### src/rpsm_pkg.sv
// Purpose: constants for the remappable pin select matrix
// Assumes: 16-bit registers, one per aligned 32-bit Avalon word
// Notes:   offsets are avalon word addresses
// Behaviour
// RULE_01: spi2 slave select follows its 6-bit selector
// RULE_02: uart4 cts high field, receive low field
// RULE_03: spi3 clock high field, data low field
// RULE_04: spi3 slave select follows low-byte selector
// RULE_05: input selector fields reset to all ones
// RULE_06: pin driven by function numbered by field
// RULE_07: odd pin upper field, even pin lower
// RULE_08: output mapping fields reset to zero
// RULE_09: unused register bits read as zero
// RULE_10: small package drops pin 5 field, reads zero
// RULE_11: unused writes ignored; change applies next cycle
package rpsm_pkg;
  localparam int          FIELD_W        = 6;
  localparam int          HI_LSB         = 8;
  localparam int          LO_LSB         = 0;
  localparam logic [3:0]  OFS_SPI2_SS    = 4'h0;
  localparam logic [3:0]  OFS_UART4      = 4'h1;
  localparam logic [3:0]  OFS_SPI3_CKDAT = 4'h2;
  localparam logic [3:0]  OFS_SPI3_SS    = 4'h3;
  localparam int          OUT_BASE_WORD  = 4;
  localparam int          NUM_OUT_REGS   = 4;
  localparam logic [5:0]  IN_RESET       = 6'h3f;
  localparam logic [5:0]  OUT_RESET      = 6'h00;
  localparam int          SMALL_PIN      = 5;
  localparam logic [31:0] UNMAPPED_READ  = 32'h00000000;
endpackage : rpsm_pkg
### src/rpsm_matrix.sv
// Purpose: remappable pin routing with Avalon-MM configuration registers
// Assumes: pins arrive asynchronously and are synchronised here
// Notes:   one wait state per access; unmapped reads return zero
//
// The address map and the Avalon-MM slave port were left to the implementer.
module rpsm_matrix
  import rpsm_pkg::*;
#(
  parameter int NUM_PINS  = 64,
  parameter int NUM_FUNCS = 64,
  parameter bit SMALL_PKG = 1'b0
)(
  input  wire logic                 clk,              // 40 MHz clock
  input  wire logic                 nrst,             // async reset, low
  input  wire logic [3:0]           address,          // avalon word addr
  input  wire logic                 read,             // avalon read
  input  wire logic                 write,            // avalon write
  input  wire logic [31:0]          writedata,        // avalon write data
  input  wire logic [3:0]           byteenable,       // avalon byte lanes
  output logic [31:0]               readdata,         // avalon read data
  output logic                      waitrequest,      // avalon wait
  input  wire logic [NUM_PINS-1:0]  remappablePin,    // pin levels in
  input  wire logic [NUM_FUNCS-1:0] funcOut,          // peripheral outputs
  output logic [7:0]                pinOut,           // pins 0..7 out
  output logic                      spi2SlaveSelect,  // spi2 ss input
  output logic                      uart4ClearToSend, // uart4 cts input
  output logic                      uart4Receive,     // uart4 rx input
  output logic                      spi3ClockInput,   // spi3 sck input
  output logic                      spi3DataInput,    // spi3 sdi input
  output logic                      spi3SlaveSelect   // spi3 ss input
);
  typedef struct packed {
    logic [NUM_PINS-1:0] sync1;
    logic [NUM_PINS-1:0] sync2;
    logic [5:0]          ss2Src;
    logic [5:0]          u4CtsSrc;
    logic [5:0]          u4RxSrc;
    logic [5:0]          sck3Src;
    logic [5:0]          sdi3Src;
    logic [5:0]          ss3Src;
    logic [7:0][5:0]     outFn;
    logic [31:0]         rdata;
    logic                wait_;
    logic [7:0]          pins;
    logic                ss2;
    logic                cts4;
    logic                rx4;
    logic                sck3;
    logic                spi3_data_input;
    logic                ss3;
  } rpsm_state_s;

  rpsm_state_s state_reg;
  rpsm_state_s state_next;
  logic [7:0]  pinSel;

  genvar gi;
  generate
    for (gi = 0; gi < 8; gi++)
    begin : g_out
      rpsm_out_sel #(.NUM_FUNCS(NUM_FUNCS)) u_sel (
        .funcOut  (funcOut),
        .sel      (state_reg.outFn[gi]),
        .pinValue (pinSel[gi])
      );
    end
  endgenerate

  function automatic logic pick(input logic [NUM_PINS-1:0] p,
                                input logic [5:0] s);
    pick = (int'(s) < NUM_PINS) ? p[s] : 1'b0;
  endfunction : pick

  function automatic logic [15:0] pair(input logic [5:0] hi,
                                       input logic [5:0] lo);
    pair = {2'b00, hi, 2'b00, lo}; // see RULE_09
  endfunction : pair

  logic       doWrite;
  logic       doRead;
  int         outIdx;

  always_comb
  begin
    state_next = state_reg;
    doWrite = write && state_reg.wait_;
    doRead  = read && state_reg.wait_ && !write;
    outIdx = int'(address) - OUT_BASE_WORD;
    state_next.sync1 = remappablePin;
    state_next.sync2 = state_reg.sync1;
    // one-cycle wait then ack: rdata and ack registered together
    state_next.wait_ = !((read || write) && state_reg.wait_);
    if (doWrite && byteenable[0])
    begin
      // only defined bits stored; unused bits drop writes, see RULE_11
      case (address)
        OFS_SPI2_SS: state_next.ss2Src = writedata[5:0]; // see RULE_01
        OFS_UART4: state_next.u4RxSrc = writedata[5:0]; // see RULE_02
        OFS_SPI3_CKDAT: state_next.sdi3Src = writedata[5:0]; // see RULE_03
        OFS_SPI3_SS: state_next.ss3Src = writedata[5:0]; // see RULE_04
        default:
          if (outIdx >= 0 && outIdx < NUM_OUT_REGS)
            state_next.outFn[2*outIdx] = writedata[5:0]; // see RULE_07
      endcase
    end
    if (doWrite && byteenable[1])
    begin
      case (address)
        OFS_UART4: state_next.u4CtsSrc = writedata[13:8]; // see RULE_02
        OFS_SPI3_CKDAT: state_next.sck3Src = writedata[13:8]; // see RULE_03
        default:
          if (outIdx >= 0 && outIdx < NUM_OUT_REGS)
            state_next.outFn[2*outIdx+1] = writedata[13:8]; // see RULE_07
      endcase
    end
    if (SMALL_PKG)
      state_next.outFn[SMALL_PIN] = OUT_RESET; // see RULE_10
    state_next.rdata = UNMAPPED_READ;
    if (doRead)
    begin
      case (address)
        OFS_SPI2_SS:
          state_next.rdata = {16'h0000, pair(6'h00, state_reg.ss2Src)};
        OFS_UART4:
          state_next.rdata = {16'h0000,
                              pair(state_reg.u4CtsSrc, state_reg.u4RxSrc)};
        OFS_SPI3_CKDAT:
          state_next.rdata = {16'h0000,
                              pair(state_reg.sck3Src, state_reg.sdi3Src)};
        OFS_SPI3_SS:
          state_next.rdata = {16'h0000, pair(6'h00, state_reg.ss3Src)};
        default:
          if (outIdx >= 0 && outIdx < NUM_OUT_REGS)
            state_next.rdata = {16'h0000,
                                pair(state_reg.outFn[2*outIdx+1],
                                     state_reg.outFn[2*outIdx])};
      endcase
    end
    // routing uses stored fields, so a write shows one cycle later
    state_next.ss2  = pick(state_reg.sync2, state_reg.ss2Src);   // see RULE_01
    state_next.cts4 = pick(state_reg.sync2, state_reg.u4CtsSrc); // see RULE_02
    state_next.rx4  = pick(state_reg.sync2, state_reg.u4RxSrc);  // see RULE_02
    state_next.sck3 = pick(state_reg.sync2, state_reg.sck3Src);  // see RULE_03
    state_next.spi3_data_input = pick(state_reg.sync2, state_reg.sdi3Src);  // see RULE_03
    state_next.ss3  = pick(state_reg.sync2, state_reg.ss3Src);   // see RULE_04
    state_next.pins = pinSel; // see RULE_06
  end

  always_ff @(posedge clk or negedge nrst)
  begin
    if (!nrst)
    begin
      state_reg          <= '0;
      state_reg.ss2Src   <= IN_RESET; // see RULE_05
      state_reg.u4CtsSrc <= IN_RESET;
      state_reg.u4RxSrc  <= IN_RESET;
      state_reg.sck3Src  <= IN_RESET;
      state_reg.sdi3Src  <= IN_RESET;
      state_reg.ss3Src   <= IN_RESET;
      state_reg.outFn    <= {8{OUT_RESET}}; // see RULE_08
      state_reg.wait_    <= 1'b1;
    end
    else
    begin
      state_reg <= state_next;
    end
  end

  assign readdata         = state_reg.rdata;
  assign waitrequest      = state_reg.wait_;
  assign pinOut           = state_reg.pins;
  assign spi2SlaveSelect  = state_reg.ss2;
  assign uart4ClearToSend = state_reg.cts4;
  assign uart4Receive     = state_reg.rx4;
  assign spi3ClockInput   = state_reg.sck3;
  assign spi3DataInput    = state_reg.spi3_data_input;
  assign spi3SlaveSelect  = state_reg.ss3;

  property p_in_reset;
    @(posedge clk) $rose(nrst) |-> state_reg.ss3Src == IN_RESET &&
      state_reg.ss2Src == IN_RESET && state_reg.u4CtsSrc == IN_RESET &&
      state_reg.u4RxSrc == IN_RESET && state_reg.sck3Src == IN_RESET &&
      state_reg.sdi3Src == IN_RESET;
  endproperty
  a_in_reset: assert property (p_in_reset) // see RULE_05
    else $error("input selector not all ones after reset");

  property p_out_reset;
    @(posedge clk) $rose(nrst) |-> state_reg.outFn == {8{OUT_RESET}};
  endproperty
  a_out_reset: assert property (p_out_reset) // see RULE_08
    else $error("output field not zero after reset");

  property p_ss2_route;
    @(posedge clk) disable iff (!nrst)
      $stable(state_reg.ss2Src) |=>
        spi2SlaveSelect == 1'($past(state_reg.sync2) >>
                              $past(state_reg.ss2Src));
  endproperty
  a_ss2_route: assert property (p_ss2_route) // see RULE_01
    else $error("spi2 slave select misrouted");

  property p_rx4_route;
    @(posedge clk) disable iff (!nrst)
      1'b1 |=> uart4Receive == 1'($past(state_reg.sync2) >>
                                  $past(state_reg.u4RxSrc));
  endproperty
  a_rx4_route: assert property (p_rx4_route) // see RULE_02
    else $error("uart4 receive misrouted");

  property p_sck3_route;
    @(posedge clk) disable iff (!nrst)
      1'b1 |=> spi3ClockInput == 1'($past(state_reg.sync2) >>
                                    $past(state_reg.sck3Src));
  endproperty
  a_sck3_route: assert property (p_sck3_route) // see RULE_03
    else $error("spi3 clock misrouted");

  property p_ss3_route;
    @(posedge clk) disable iff (!nrst)
      1'b1 |=> spi3SlaveSelect == 1'($past(state_reg.sync2) >>
                                     $past(state_reg.ss3Src));
  endproperty
  a_ss3_route: assert property (p_ss3_route) // see RULE_04
    else $error("spi3 slave select misrouted");

  property p_pin_drive;
    @(posedge clk) disable iff (!nrst)
      (int'(state_reg.outFn[1]) < NUM_FUNCS) |=>
        pinOut[1] == 1'($past(funcOut) >> $past(state_reg.outFn[1]));
  endproperty
  a_pin_drive: assert property (p_pin_drive) // see RULE_06
    else $error("pin 1 not driven by selected function");

  property p_unused_zero;
    @(posedge clk) disable iff (!nrst)
      1'b1 |-> (readdata[31:14] == '0) && (readdata[7:6] == 2'b00);
  endproperty
  a_unused_zero: assert property (p_unused_zero) // see RULE_09
    else $error("unused read bits not zero");

  property p_small_pkg;
    @(posedge clk) disable iff (!nrst)
      SMALL_PKG |=> state_reg.outFn[SMALL_PIN] == OUT_RESET;
  endproperty
  a_small_pkg: assert property (p_small_pkg) // see RULE_10
    else $error("pin 5 field implemented on small package");

  property p_odd_field;
    @(posedge clk) disable iff (!nrst)
      (write && !waitrequest && address == 4'h4 && byteenable[1]) |->
        state_reg.outFn[1] == $past(writedata[13:8]);
  endproperty
  a_odd_field: assert property (p_odd_field) // see RULE_07 RULE_11
    else $error("odd pin field not taken from upper bits");

  property p_cts4_route;
    @(posedge clk) disable iff (!nrst)
      1'b1 |=> uart4ClearToSend == 1'($past(state_reg.sync2) >>
                                      $past(state_reg.u4CtsSrc));
  endproperty
  a_cts4_route: assert property (p_cts4_route) // see RULE_02
    else $error("uart4 clear to send misrouted");

  property p_spi3_data_input_route;
    @(posedge clk) disable iff (!nrst)
      1'b1 |=> spi3DataInput == 1'($past(state_reg.sync2) >>
                                   $past(state_reg.sdi3Src));
  endproperty
  a_spi3_data_input_route: assert property (p_spi3_data_input_route) // see RULE_03
    else $error("spi3 data input misrouted");

  property p_pin0_drive;
    @(posedge clk) disable iff (!nrst)
      1'b1 |=> pinOut[0] == 1'($past(funcOut) >> $past(state_reg.outFn[0]));
  endproperty
  a_pin0_drive: assert property (p_pin0_drive) // see RULE_06
    else $error("pin 0 not driven by selected function");

  property p_even_field;
    @(posedge clk) disable iff (!nrst)
      (write && waitrequest && int'(address) == OUT_BASE_WORD &&
       byteenable[0]) |=> state_reg.outFn[0] == $past(writedata[5:0]);
  endproperty
  a_even_field: assert property (p_even_field) // see RULE_07
    else $error("even pin field not taken from lower bits");

  property p_apply_next;
    @(posedge clk) disable iff (!nrst)
      (write && waitrequest && address == OFS_SPI2_SS && byteenable[0]) |=>
        state_reg.ss2Src == $past(writedata[5:0]);
  endproperty
  a_apply_next: assert property (p_apply_next) // see RULE_01 RULE_11
    else $error("selector write not applied at next edge");

  property p_lane_keep;
    @(posedge clk) disable iff (!nrst)
      (write && waitrequest && address == OFS_UART4 && !byteenable[1]) |=>
        $stable(state_reg.u4CtsSrc);
  endproperty
  a_lane_keep: assert property (p_lane_keep) // see RULE_11
    else $error("disabled byte lane changed a field");

  property p_unmapped_read;
    @(posedge clk) disable iff (!nrst)
      (read && waitrequest && int'(address) >= OUT_BASE_WORD + NUM_OUT_REGS)
        |=> readdata == UNMAPPED_READ;
  endproperty
  a_unmapped_read: assert property (p_unmapped_read) // see RULE_09
    else $error("unmapped word read not zero");
endmodule : rpsm_matrix

### src/rpsm_out_sel.sv
// Purpose: one output pin selector
// Assumes: function number n drives the pin; out-of-range n gives zero
// Notes:   combinational, registered by the top
module rpsm_out_sel
  import rpsm_pkg::*;
#(
  parameter int NUM_FUNCS = 64
)(
  input  wire logic [NUM_FUNCS-1:0] funcOut,  // peripheral output functions
  input  wire logic [FIELD_W-1:0]   sel,      // mapping field value
  output logic                      pinValue  // selected value
);
  always_comb
  begin
    pinValue = (int'(sel) < NUM_FUNCS) ? funcOut[sel] : 1'b0; // see RULE_06
  end
endmodule : rpsm_out_sel

### config.mk
export PLATFORM = sky130hd
export DESIGN_NAME = rpsm_matrix
export DESIGN_NICKNAME = d
export VERILOG_FILES = /design/src/rpsm_pkg.sv /design/src/rpsm_matrix.sv /design/src/rpsm_out_sel.sv
export SDC_FILE = /design/constraint.sdc
export NUM_CORES = 1
export LEC_CHECK = 0
export BUFFER_PORTS_ARGS = -buffer_cell sky130_fd_sc_hd__buf_2
export CORE_MARGIN = 3
export CORE_UTILIZATION = 50
export DETAILED_ROUTE_END_ITERATION = 7
export PLACE_DENSITY = 0.79
export SLEW_MARGIN = 20
export SYNTH_ARGS = -nofsm -noshare
export SYNTH_HDL_FRONTEND = slang
export SYNTH_SLANG_ARGS = --single-unit
### constraint.sdc
create_clock -name clk -period 2.2 [get_ports clk]
set_input_delay 0.66 -clock clk [delete_from_list [all_inputs] [get_ports clk]]
set_output_delay 0.66 -clock clk [all_outputs]
set_load 0.03 [all_outputs]
Word level (Yosys, flattened, before mapping)
Cells that the tools add are included.
{"block": "op_classes", "n_addsub": 2, "order_cmp": 20, "eq_ne": 3, "n_mux": 49, "reduce_logical": 21}
{"operator": "$mux 48", "n": 6}
{"operator": "$lt 6x7->1 const B", "n": 14}
{"operator": "$bwmux 48", "n": 2}
{"operator": "$bmux 1 s6", "n": 14}
{"operator": "$pmux 14 s4", "n": 1}
{"operator": "$mux 6", "n": 6}
{"operator": "$mux 14", "n": 2}
{"operator": "$bmux 6 s3", "n": 1}
{"operator": "$demux 6 s3", "n": 1}
{"operator": "$mux 1", "n": 14}
{"operator": "$bmux 6 s2", "n": 1}
{"operator": "$demux 6 s2", "n": 1}
{"operator": "$reduce_and 2->1", "n": 6}
{"operator": "$logic_and 1x1->1", "n": 9}
{"operator": "$eq 4x2->1 const B", "n": 2}
{"operator": "$add 6x2->7 const B", "n": 1}
{"operator": "$ge 7x1->1 const B", "n": 1}
{"operator": "$lt 7x5->1 const B", "n": 1}
{"operator": "$ge 6x1->1 const B", "n": 1}
{"operator": "$lt 6x5->1 const B", "n": 1}
{"operator": "$ge 5x1->1 const B", "n": 1}
{"operator": "$lt 5x4->1 const B", "n": 1}
{"operator": "$sub 4x3->5 const B", "n": 1}
{"operator": "$eq 4x1->1 const B", "n": 1}
{"operator": "5 further kinds", "n": 6}
{"block": "totals", "register_bits": 259, "in_bits": 172, "output_inout_bits": 47, "elab_cells": 120}

Depth between registers and ports, before layout
{"block": "logic_depth", "depth_word": 13, "depth_mapped": 7, "depth_no_buf": 5}

Hierarchy
A second synthesis with hierarchy kept.
{"block": "unflattened", "cells_unflattened": 1211, "area_unflattened_um2": 16102.9}
{"module": "rpsm_matrix", "n_inst": 1, "cells_each": 715, "area_per_inst_um2": 11298.3, "seq_area_each_um2": 6027.0}
{"module": "rpsm_out_sel", "n_inst": 8, "cells_each": 62, "area_per_inst_um2": 600.6, "seq_area_each_um2": 0.0}

Least setup slack after synthesis
OpenSTA, ideal clock, no wires.
{"block": "synth_path", "path_kind": "in2reg", "startpoint": "in address[2]", "endpoint": "reg state_reg[53] in the netlist's numbering", "setup_time_ns": 0.125, "arrival_ns": 1.853, "required_time_ns": 2.075, "path_slack_ns": 0.222, "cell_stages": 6, "n_path_buf": 2, "path_cell_list": "buf_6 and2b_2 nand4_2 or3_1 buf_4 mux2_4"}
{"block": "synth_via", "elab_chain_cells": 10, "word_cells_on_any_way": 23, "cone_classes": "add/sub (2); order compare (4); eq/ne (3); mux (9); reduce/logical (5)"}
{"element": "start, declared", "line": "rpsm_matrix.sv:15", "text": "input wire logic [3:0] address,"}
{"element": "$sub 4x3->5", "line": "rpsm_matrix.sv:88", "text": "outIdx = int'(address) - OUT_BASE_WORD;"}
{"element": "$add 6x2->7 (tied with other cells)", "line": "rpsm_matrix.sv:113", "text": "state_next.outFn[2*outIdx+1] = writedata[13:8];"}
{"element": "$ge 7x1->1 (not written as such) (tied with other cells)", "line": "rpsm_matrix.sv:113"}
{"element": "$logic_and 1x1->1 (not written as such) or $mux 48 (tied branches)", "line": "rpsm_matrix.sv:113, rpsm_matrix.sv:102"}
{"element": "$mux 6 (not written as such) or $mux 48 (tied branches)", "line": "rpsm_matrix.sv:113, rpsm_matrix.sv:96"}
{"element": "$demux 6 s3 or $mux 48 (tied branches)", "line": "rpsm_matrix.sv:113, rpsm_matrix.sv:93"}
{"element": "$bwmux 48", "line": "rpsm_matrix.sv:113"}
{"element": "$mux 48", "line": "rpsm_matrix.sv:112", "text": "if (outIdx >= 0 && outIdx < NUM_OUT_REGS)"}
{"element": "$mux 48", "line": "rpsm_matrix.sv:108", "text": "case (address)"}
{"element": "$mux 48 (*)", "line": "rpsm_matrix.sv:106", "text": "if (doWrite && byteenable[1])"}
{"element": "end signal, assigned", "line": "rpsm_matrix.sv:165", "text": "state_reg <= state_next;"}
{"element": "end, declared", "line": "rpsm_matrix.sv:53", "text": "rpsm_state_s state_reg;"}
Mark *: on every way between the ends. The rest lies on a longest branch, timed or not.
A chain may end at the register's enable or synchronous reset.

==> qor.yml <==
sta:
  period_share_pct: 98.48
  hold_violations: 0
  maxSlewViolCount: 0
  skew_ps: 13.17
  finalSetupViolations: 0
  tightest_slew_ps: 747.0
  rsz0062_at_grt: "no"
  fmax_mhz: 461.6
  maxSlewHeadroom_pct: 50.20
  fin_crit_ps: 2167
grt:
  grt_pass1_vias: 11850
  grt_usage_pct: 27.17
  grt_pass1_wl_um: 69900
  grt-ovfl-total: 0
  grt_max_degree: 66
  antenna_found_initial: 7
yosys:
  yosysUniqueCellTypes: 35
  async_reset_ff_share_pct: 100.0
  syn_inst: 1079
  syn_area_um2: 15680
  ys.flop_type: "dfrtp_1"
  yosysWarnings: 0
  synth-edff-count: 0
  syn_area_per_cell_um2: 14.54
  ys_seq_area_share_pct: 38.43
  synth-seq-cells: 239
floorplan:
  initial_core_util_pct: 51.01
  pin_count: 219
  placeableCoreArea_um2: 30750
  num_rows: 64
  dieHeight_um: 183.1
  dieArea_um2: 33530
  die_width_um: 183.1
cts:
  htreeDepth: 1
  insertion_delay_ps: 510
  cts-root-buf: "clkbuf_16"
  cts_buffer_depth: 3
  numCtsBuffers: 24
  cts_tree: "done"
  cts_hold_buf: 0
  clock-sinks: 239
  clk_pin_slew_ps: 70
critical_path:
  critPathMaxFanout: 8
  crit_chain: "buf_12 -> mux4_2 -> mux2i_1 -> mux2i_1 -> o21ai_2 -> buf_4 -> o21ai_1"
  crit_type: "reg -> reg"
  critPathMaxStageDelay_ps: 550
  cp.required_ps: 2570
  cp-end-kind: "flop"
  crit_arrival_ps: 2540
  startpoint_type: "flop"
  cpMostUsedCell: "mux2i_1"
  slowest_stage: "dfstp_2"
cells_and_area:
  largest_reg_flops: 148
  finish.utilization_pct: 58.74
  drive_above_1_share_pct: 54.11
  nets: 1431
  syn2layout_area_growth_pct: 15.17
job:
  max-cap-violations: 0
pwr:
  leakagePower_nw: 7.052
  total_power_w: 0.01539
  comb_power_share_pct: 34.4
  swShare_pct: 33.23
  p_int_w: 0.01027
  power.switching_w: 0.005112
  power_frac_seq_pct: 38.3
  pwr-share-clk_pct: 27.3
  vdd.ir_drop.worst_uv: 881.9
  power_density_nw_per_um2: 851.8
routing:
  vias_per_cell: 6.976
  vias: 11710
  first_pass_iters: 5
  wire_per_inst_um: 27.24
  wl_um: 45700
  drtIter0Drc: 1606
  drc: 0
  ant_nets: 0
min_path:
  hold_class: "in -> async"
placement:
  dpl.hpwl_um: 33960
  gp_congestion: 1.020
  io_buffers: 176
outcome:
  outcome: "complete, no violations"
==> layout make-up <==
class	count	area (µm²)
clock inverters	13	150.1
clock buffers	31	688.2
well taps	396	495.5
multi-input cells	717	8864
repair buffers	269	1790
diodes	5	12.51
fillers	2382	12690
flip-flops and latches	239	6033
inverters	8	30.03
==> final timing paths <==
check	depth (start not counted)	slack, ps	from	end
min	1	50	nrst	state_reg[64]
max	7	30	state_reg[119]	uart4ClearToSend
min in group clk	1	250	remappablePin[28]	state_next[159]
min reg2reg	0	350	state_next[175]	state_reg[175]
max reg2reg	7	30	state_reg[119]	uart4ClearToSend
max in group asynchronous	2	1480	nrst	waitrequest
==> critical path: cells and delay by family (launching register included) <==
family | cells | cell delay, ps
flops | 1 | 550
compound gates | 2 | 280
mux | 3 | 920
buf+inv | 2 | 290
==> through the flow <==
| stage | hold slack, ps | cell area, µm² | setup TNS [ps] | instances | setup slack (ps) |
|---|---|---|---|---|---|
| final | 50.84 | 18060 | 0 | 1678 | 33.44 |
| after global routing | 55.30 | 18050 | 0 | 1673 | 6.218 |
| after CTS | 47.27 | 17940 | 0 | 1672 | 10.74 |
| after detailed placement | 334.7 | 17080 | -101.4 | 1626 | -101.4 |
| after global placement | 335.8 | 17080 | -127.4 | 1626 | -127.4 |
| after floorplan | 331.2 | 15760 | 0 | 1098 | 221.9 |
==> layout by cell type, fill, tap and decap left out, types with 8 or more instances in the layout <==
master,count
mux4_2,243
dfrtp_1,200
buf_2,175
nand3_1,76
buf_4,73
mux2_2,65
nor2_1,43
mux2i_1,42
nand2_1,36
dfstp_2,36
a22oi_1,29
nor2b_1,28
clkbuf_16,25
conb_1,20
o21ai_1,15
a31oi_1,14
buf_12,14
nand3b_1,13
mux2_4,12
nand4_1,9
inv_1,8
a21oi_1,8
o211ai_1,8
==> power by group through the flow <==
stage | logic (W) | clock network (W) | registers [W]
global route | 0.00561 | 0.00449 | 0.00595
CTS | 0.00517 | 0.00430 | 0.00584
floorplan | 0.00399 | 0 | 0.00541
finish | 0.00529 | 0.00420 | 0.00589
global placement | 0.00503 | 0 | 0.00588
detailed placement | 0.00512 | 0 | 0.00592
==> logic make-up after synthesis <==
group | synth area share (%)
multiplexers | 43.95
AO/OA/AOI/OAI | 4.396
buffers and inverters | 5.903
flip-flops | 38.43
AND/OR/NAND/NOR | 7.299
other | 0.02391
==> per-layer routing <==
| metal | routed length, µm | track usage, % |
|---|---|---|
| met2 | 22570 | 45.47 |
| met4 | 2478 | 10.88 |
| met1 | 14980 | 34.93 |
| met3 | 5634 | 5.990 |
| met5 | 40 | 0 |
==> timing repair <==
action | in CTS | in global routing
gates resized for setup | 3 | 25
setup endpoints to repair | 3 | 8
pin swaps | 0 | 1
cloned | 0 | 0
setup buffers | 2 | 1
==> cell usage after synthesis (all sizes together), types with 2 or more instances <==
master | n | area [µm²]
a31oi | 14 | 87.58
mux4 | 243 | 5473
nand2 | 36 | 135.1
mux2 | 83 | 979.7
nor2 | 48 | 197.7
nand3b | 13 | 97.59
or3 | 3 | 18.77
o2111ai | 6 | 52.55
a221oi | 9 | 78.83
inv | 8 | 30.03
dfstp | 37 | 972.2
a21oi | 11 | 55.05
o211ai | 8 | 60.06
buf | 100 | 768.2
mux2i | 44 | 440.4
a22oi | 31 | 232.7
nand4 | 11 | 81.32
nand3 | 76 | 380.4
clkbuf | 34 | 127.6
dfrtp | 202 | 5055
nand2b | 2 | 12.51
o21ai | 23 | 115.1
nor2b | 28 | 175.2
and2 | 6 | 37.54
No activity file was read; power rests on OpenSTA's default activity.
